===== src/tpz_pkg.sv =====
// package: constants and types for the z3/z4 overhead insertion block
package tpz_pkg;
   localparam int unsigned TPZ_SYS_HZ = 10_000_000;
   // half period of the overhead port clock, in sys_clk cycles
   localparam int unsigned TPZ_CLK_HALF = 4;
   // path overhead bytes in the serial slot, frame mark starts byte 0
   localparam int unsigned TPZ_POH_BYTES = 9;
   localparam int unsigned TPZ_BITS = 8;
   // serial slot positions: z3 is the seventh byte, z4 the eighth
   localparam logic [6:0] TPZ_Z3_START = 7'h30;
   localparam logic [6:0] TPZ_Z4_START = 7'h38;
   localparam logic [6:0] TPZ_SLOT_LAST = 7'h47;
   // host wait after frame mark, in port clock periods
   localparam logic [6:0] TPZ_Z3_WAIT = 7'h30;
   localparam logic [6:0] TPZ_Z4_WAIT = 7'h38;
   // control register field positions
   localparam int unsigned TPZ_SEL_Z3_BIT = 1;
   localparam int unsigned TPZ_SEL_Z4_BIT = 2;
   localparam logic [7:0] TPZ_SEL_RW_MASK = 8'h0F;
   localparam logic [7:0] TPZ_SEL_RESET = 8'h00;
   localparam logic [7:0] TPZ_Z4_RESET = 8'h00;
   localparam logic [7:0] TPZ_Z3_RESET = 8'h00;
   // wishbone word offsets of the device registers
   localparam logic [3:0] TPZ_ADR_SEL = 4'h0;
   localparam logic [3:0] TPZ_ADR_Z3 = 4'h4;
   localparam logic [3:0] TPZ_ADR_Z4 = 4'h8;
   localparam logic [3:0] TPZ_ADR_OUT = 4'hC;
   // host command registers
   localparam logic [3:0] TPZ_HADR_CTL = 4'h0;
   localparam logic [3:0] TPZ_HADR_Z3 = 4'h4;
   localparam logic [3:0] TPZ_HADR_Z4 = 4'h8;
   localparam logic [3:0] TPZ_HADR_STAT = 4'hC;
   typedef enum logic [2:0] {
      TPZ_H_IDLE = 3'b001,
      TPZ_H_WAIT = 3'b010,
      TPZ_H_SHIFT = 3'b100
   } tpz_hstate_e;
endpackage : tpz_pkg


===== src/tpz_link_if.sv =====
// interface: serial overhead link between device and external circuit
interface tpz_link_if;
   logic overhead_port_clock;
   logic overhead_slot_enable;
   logic overhead_frame_mark;
   logic overhead_serial_in;
   logic overhead_insert_request;
   modport device (
      output overhead_port_clock,
      output overhead_slot_enable,
      output overhead_frame_mark,
      input overhead_serial_in,
      input overhead_insert_request
   );
   modport host (
      input overhead_port_clock,
      input overhead_slot_enable,
      input overhead_frame_mark,
      output overhead_serial_in,
      output overhead_insert_request
   );
endinterface : tpz_link_if


===== src/tpz_device.sv =====
// device end: z3/z4 source select, value registers and serial capture

// one frame is 72 port clock slots; the mark flags slot 0, z3 fills
// slots 48..55 and z4 slots 56..63, both msb first
module tpz_device
   import tpz_pkg::*;
(
   input wire logic sys_clk,
   input wire logic nrst,
   input wire logic [3:0] wb_adr_i,
   input wire logic [31:0] wb_dat_i,
   output logic [31:0] wb_dat_o,
   input wire logic wb_we_i,
   input wire logic [3:0] wb_sel_i,
   input wire logic wb_cyc_i,
   input wire logic wb_stb_i,
   output logic wb_ack_o,
   output logic [7:0] z3_outbound,
   output logic [7:0] z4_outbound,
   output logic spe_strobe,
   tpz_link_if.device link
);
   import tpz_pkg::*;

   typedef struct packed {
      // software registers
      logic [7:0] sel;
      logic [7:0] z3_val;
      logic [7:0] z4_val;
      // bus answer
      logic [31:0] dat;
      logic ack;
      // port clock divider and slot counter
      logic [2:0] div;
      logic pclk;
      logic [6:0] slot;
      logic en;
      logic mark;
      // serial capture, behind two synchroniser flops
      logic sin_m;
      logic sin_s;
      logic [7:0] shreg;
      logic [7:0] z3_port;
      logic [7:0] z4_port;
      // bytes handed to the outbound spe
      logic [7:0] z3_out;
      logic [7:0] z4_out;
      logic strobe;
   } tpz_dev_s;

   tpz_dev_s q, d;
   logic wr;
   logic fall;
   logic in_z3;
   logic in_z4;
   logic z3_done;
   logic z4_done;
   logic frame_done;
   logic [7:0] port_byte;

   assign link.overhead_port_clock = q.pclk;
   assign link.overhead_slot_enable = q.en;
   assign link.overhead_frame_mark = q.mark;
   assign wb_dat_o = q.dat;
   assign wb_ack_o = q.ack;
   assign z3_outbound = q.z3_out;
   assign z4_outbound = q.z4_out;
   assign spe_strobe = q.strobe;

   always_comb
   begin
      d = q;
      d.strobe = 1'b0;
      // serial input comes from another party: two flops first
      d.sin_m = link.overhead_serial_in;
      d.sin_s = q.sin_m;

      // register bus: ack one cycle after the request, low lane only
      // insert request is ignored: the control bits pick the source
      wr = wb_cyc_i && wb_stb_i && wb_we_i && !q.ack && wb_sel_i[0];
      d.ack = wb_cyc_i && wb_stb_i && !q.ack;
      if (wr)
      begin
         case (wb_adr_i)
            TPZ_ADR_SEL:
            begin
               d.sel = wb_dat_i[7:0] & TPZ_SEL_RW_MASK;
            end
            TPZ_ADR_Z3:
            begin
               d.z3_val = wb_dat_i[7:0];
            end
            TPZ_ADR_Z4:
            begin
               d.z4_val = wb_dat_i[7:0];
            end
            default:
            begin
               // unmapped and read-only offsets ignore writes
               d.sel = q.sel;
            end
         endcase
      end
      case (wb_adr_i)
         TPZ_ADR_SEL:
         begin
            d.dat = {24'h000000, q.sel};
         end
         TPZ_ADR_Z3:
         begin
            d.dat = {24'h000000, q.z3_val};
         end
         TPZ_ADR_Z4:
         begin
            d.dat = {24'h000000, q.z4_val};
         end
         TPZ_ADR_OUT:
         begin
            d.dat = {16'h0000, q.z4_out, q.z3_out};
         end
         default:
         begin
            d.dat = 32'h00000000;
         end
      endcase

      // port clock divider: one enable pulse per period, on the falling edge
      fall = 1'b0;
      if (q.div == 3'(TPZ_CLK_HALF - 1))
      begin
         d.div = 3'h0;
         d.pclk = !q.pclk;
         fall = q.pclk;
      end
      else
      begin
         d.div = q.div + 3'h1;
      end

      // frame mark and enable change on falling port clock edges
      if (fall)
      begin
         d.slot = (q.slot == TPZ_SLOT_LAST) ? 7'h00 : q.slot + 7'h01;
         d.mark = (d.slot == 7'h00);
         d.en = 1'b1;
      end

      // slot k carries the bit that the host drove at the start of slot k
      in_z3 = (q.slot >= TPZ_Z3_START) && (q.slot < TPZ_Z4_START);
      in_z4 = (q.slot >= TPZ_Z4_START)
         && (q.slot < 7'(TPZ_Z4_START + TPZ_BITS));
      z3_done = in_z3 && (q.slot == TPZ_Z4_START - 7'h01);
      z4_done = in_z4 && (q.slot == 7'(TPZ_Z4_START + TPZ_BITS - 1));
      frame_done = (q.slot == TPZ_SLOT_LAST);
      port_byte = {q.shreg[6:0], q.sin_s};

      // the bit is taken in the last cycle of the high phase, not just
      // after the rising edge: the trip through both ends' synchronisers
      // is longer than half a port clock period
      if (fall)
      begin
         d.shreg = port_byte;
         if (z3_done)
         begin
            d.z3_port = port_byte;
         end
         if (z4_done)
         begin
            d.z4_port = port_byte;
         end
         // bytes after z4 are shifted through and never used
         if (frame_done)
         begin
            // independent muxes, any combination of sources
            d.z3_out = q.sel[TPZ_SEL_Z3_BIT] ? q.z3_port : q.z3_val;
            d.z4_out = q.sel[TPZ_SEL_Z4_BIT] ? q.z4_port : q.z4_val;
            d.strobe = 1'b1;
         end
      end

      if (!nrst)
      begin
         d = '0;
         d.sel = TPZ_SEL_RESET;
         d.z3_val = TPZ_Z3_RESET;
         d.z4_val = TPZ_Z4_RESET;
         d.slot = TPZ_SLOT_LAST;
      end
   end

   always_ff @(posedge sys_clk)
   begin
      q <= d;
   end
endmodule : tpz_device


===== src/flat_wrapper.sv =====
// flat-port wrapper written by rule: the top's interface ports become plain ports
module tpz_device_flat import tpz_pkg::*;
  (sys_clk, nrst, wb_adr_i, wb_dat_i, wb_dat_o, wb_we_i, wb_sel_i, wb_cyc_i, wb_stb_i, wb_ack_o, z3_outbound, z4_outbound, spe_strobe, link_overhead_port_clock, link_overhead_slot_enable, link_overhead_frame_mark, link_overhead_serial_in, link_overhead_insert_request);
  tpz_link_if link_i ();
  input wire logic sys_clk;
  input wire logic nrst;
  input wire logic [3:0] wb_adr_i;
  input wire logic [31:0] wb_dat_i;
  output logic [31:0] wb_dat_o;
  input wire logic wb_we_i;
  input wire logic [3:0] wb_sel_i;
  input wire logic wb_cyc_i;
  input wire logic wb_stb_i;
  output logic wb_ack_o;
  output logic [7:0] z3_outbound;
  output logic [7:0] z4_outbound;
  output logic spe_strobe;
  output wire logic [$bits(link_i.overhead_port_clock)-1:0] link_overhead_port_clock;
  output wire logic [$bits(link_i.overhead_slot_enable)-1:0] link_overhead_slot_enable;
  output wire logic [$bits(link_i.overhead_frame_mark)-1:0] link_overhead_frame_mark;
  input wire logic [$bits(link_i.overhead_serial_in)-1:0] link_overhead_serial_in;
  input wire logic [$bits(link_i.overhead_insert_request)-1:0] link_overhead_insert_request;
  assign link_overhead_port_clock = link_i.overhead_port_clock;
  assign link_overhead_slot_enable = link_i.overhead_slot_enable;
  assign link_overhead_frame_mark = link_i.overhead_frame_mark;
  assign link_i.overhead_serial_in = link_overhead_serial_in;
  assign link_i.overhead_insert_request = link_overhead_insert_request;
  tpz_device u_core (.sys_clk(sys_clk), .nrst(nrst), .wb_adr_i(wb_adr_i), .wb_dat_i(wb_dat_i), .wb_dat_o(wb_dat_o), .wb_we_i(wb_we_i), .wb_sel_i(wb_sel_i), .wb_cyc_i(wb_cyc_i), .wb_stb_i(wb_stb_i), .wb_ack_o(wb_ack_o), .z3_outbound(z3_outbound), .z4_outbound(z4_outbound), .spe_strobe(spe_strobe), .link(link_i));
endmodule

===== config.mk =====
export PLATFORM = sky130hd
export DESIGN_NAME = tpz_device_flat
export DESIGN_NICKNAME = d
export VERILOG_FILES = /design/src/tpz_pkg.sv /design/src/tpz_link_if.sv /design/src/tpz_device.sv /design/src/flat_wrapper.sv
export SDC_FILE = /design/constraint.sdc
export NUM_CORES = 1
export LEC_CHECK = 0
export BUFFER_PORTS_ARGS = -buffer_cell sky130_fd_sc_hd__buf_4
export CORE_UTILIZATION = 40
export CTS_BUF_LIST = sky130_fd_sc_hd__clkbuf_4
export CTS_CLUSTER_DIAMETER = 100
export DETAILED_ROUTE_END_ITERATION = 10
export SLEW_MARGIN = 20
export SYNTH_ARGS = -nofsm -noshare
export SYNTH_HDL_FRONTEND = slang
export SYNTH_SLANG_ARGS = --single-unit

===== constraint.sdc =====
create_clock -name sys_clk -period 3.6 [get_ports sys_clk]
set_clock_uncertainty 0.2 [all_clocks]
set_input_delay 0.72 -clock sys_clk [delete_from_list [all_inputs] [get_ports sys_clk]]
set_output_delay 0.72 -clock sys_clk [all_outputs]
set_load 0.01 [all_outputs]

==> metrics.txt <==
run status=finished clean; Max Cap Viol=0; root buf cell=clkbuf_4; Setup crit start=u_core.q[53]$_SDFF_PP0_; num rows=36; detailed-route DRC error count=0; initial antenna violation count=0; P_leak=1.928 nW; synthesis-to-finish area growth=6.899%; EDFF count, synth=0; DR iter-0 viols=112; grt ovf=0; WHS=0.2305 ns; WL per Instance=13.53 um; Synth Cell Area=4135 sq um; max_slew headroom=58.82%; Distinct cells, synth=49; # diodes=0; detailed placer's ending HPWL=5.328 mm; H-Tree Level Count=3; # IOs=100; vias=2878; die width=103.7 um; Hold-fix buffers, CTS=0; DR vias/cell=4.903; Die Ht=103.7 um; synthesized area per cell=9.314 sq um; Final period util=62.19%; buffer count from post-CTS setup fixing=0; clock buffer depth=2; crit end category=flop; Hold Violations, Final=0; asr flop ratio synth=0%; Worst Path Max Fanout=32; Power Density=396.5 nW/um^2; clock sinks=92; register area share after synthesis=44.54%; Pins Over Slew Limit=0; synth top area cells=dfxtp_1, buf_4, mux2i_1; synthesized flop and latch total=92; largest net degree at the start of global routing=67; top cell type by total area after synthesis=dfxtp_1; Max rail drop VDD=178.2 uV; Total GRT Usage=15.34%; Post-synth top flop=dfxtp_1; reg2reg end=u_core.z4_outbound[3]$_SDFFE_PN0P_; Reg-to-Reg Start=u_core.q[53]$_SDFF_PP0_; Hold WC Path Type=flop to flop; vias in the first global route=2657; number of routed nets with antenna violations=0; Initial Util=41.73%; RSZ-0062 raised after global routing=false; total wire length=7.943 mm; Slew @ Worst Pin=0.6169 ns; Reg2Reg Depth=7; Worst Setup EP=u_core.z4_outbound[3]$_SDFFE_PN0P_; first-pass GRT wire length=13.08 mm; TritonCTS Buffers=9; Worst-path clk slew=0.14 ns; arrival time worst endpoint=2.39 ns; Period minus WS final=2.239 ns; final net count=500; final setup violation count=0; R2R Setup Slk=1.36 ns; core area=9910 sq um; cell with the most instances after synthesis=dfxtp_1; Post-Syn Instances=444; drt pass-1 iters=4; CTS tree=done; fmax=446.7 MHz; Commonest cells post-synth=dfxtp_1, nand2_1, buf_4, nand3_1, o21ai_0; Crit Path Class=flop to flop; top cell type's share of synthesized area=44.54%; WP data required=3.75 ns; synth warn=0; layout cell share with drive strength beyond 1=18.72%; count of cells resized by post-cts repair=0; GP Congestion=0.7444; setup TNS=0 ns; Worst-Skew Late Latency=0.43 ns; I/O Buffers=55; Die ar.=10750 sq um; CP startpoint kind=flop
[where the power goes]
part / total (mW) / switching (mW) / internal (mW)
clock network: 0.619 / 0.340 / 0.279
logic: 0.0960 / 0.0562 / 0.0398
registers: 1.04 / 0.00851 / 1.03
[layout by cell type, fill, tap and decap left out, types with 4 or more instances in the layout]
master     n
and3_1     5
clkbuf_4   9
a21boi_0   8
a21oi_1    4
nor2_1    14
mux2i_1   25
o21ai_0   28
mux2_2     4
a22oi_1    4
nand2_1   65
conb_1    16
nor2b_1   11
nand3_1   32
buf_4     58
o211a_1   16
and2_1    16
dfxtp_1   92
o21ai_1    4
[stage by stage]
stage / std cells / setup slack, ns / util (%) / area (sq um) / power (mW)
floorplan: 459 / 1.682 / - / 4192 / 1.138
CTS: 587 / 1.358 / 44.61 / 4420 / 1.778
detailed placement: 572 / 1.134 / 43.03 / 4264 / 1.156
finish: 587 / 1.361 / 44.61 / 4420 / 1.753
global placement: 572 / 1.143 / 43.03 / 4264 / 1.156
global route: 587 / 1.201 / 44.61 / 4420 / 1.830
[metal layers]
metal | vias up | share of wire, % | global-route usage (%)
li1 | 1466 | - | -
met1 | 1324 | 48 | 19.83
met2 | 82 | 46 | 24.26
met3 | 6 | 5.5 | 4.720
met4 | 0 | 0.86 | 5.204
met5 | - | 0 | 0
[worst max-delay path: stages (launching register included)]
cell     delay (ns)
dfxtp_1        0.35
ha_1           0.14
ha_1           0.24
and4_1         0.45
and2_1         0.18
buf_4          0.33
nand2_1        0.11
o211a_1        0.14
[worst min path at each step]
stage,start,end,depth (start not counted)
6_report,u_core.q[53]$_SDFF_PP0_,u_core.q[53]$_SDFF_PP0_,1
5_1_grt,u_core.q[53]$_SDFF_PP0_,u_core.q[53]$_SDFF_PP0_,1
4_1_cts,u_core.q[53]$_SDFF_PP0_,u_core.q[53]$_SDFF_PP0_,1
3_5_place_dp,u_core.q[53]$_SDFF_PP0_,u_core.q[53]$_SDFF_PP0_,1
3_3_place_gp,u_core.q[53]$_SDFF_PP0_,u_core.q[53]$_SDFF_PP0_,1
2_1_floorplan,u_core.q[53]$_SDFF_PP0_,u_core.q[53]$_SDFF_PP0_,1
[logic make-up (layout without fill, tap and decap cells)]
group           count (synthesis)  in the layout  synth area share [%]
simple gates                  159            159                 19.85
xor+xnor                        3              3                0.6355
flops                          92             92                 44.54
mux                            32             32                 8.774
fa+ha+maj                       3              3                0.9078
buf+inv                        81             76                 13.07
other cells                     1             16               0.09068
compound gates                 73             73                 12.13
[layout make-up]
type	count	area, sq um
clock buffer	9	67.56
clock inverter	6	88.84
fill	1027	5489
inverter	3	11.26
multi-input combinational	286	1809
sequential	92	1842
tap	133	166.4
timing repair buffer	58	435.4
[registers in the layout, indices dropped and copies added, names as in the netlist]
name                              count
u_core.q                             47
u_core.link.overhead_port_clock       1
u_core.spe_strobe                     1
u_core.wb_dat_o                      16
u_core.wb_ack_o                       1
u_core.link.overhead_frame_mark       1
u_core.z3_outbound                    8
u_core.link.overhead_slot_enable      1
u_core.z4_outbound                    8
u_core.port_byte                      8
Power figures use the tool's default switching activity.
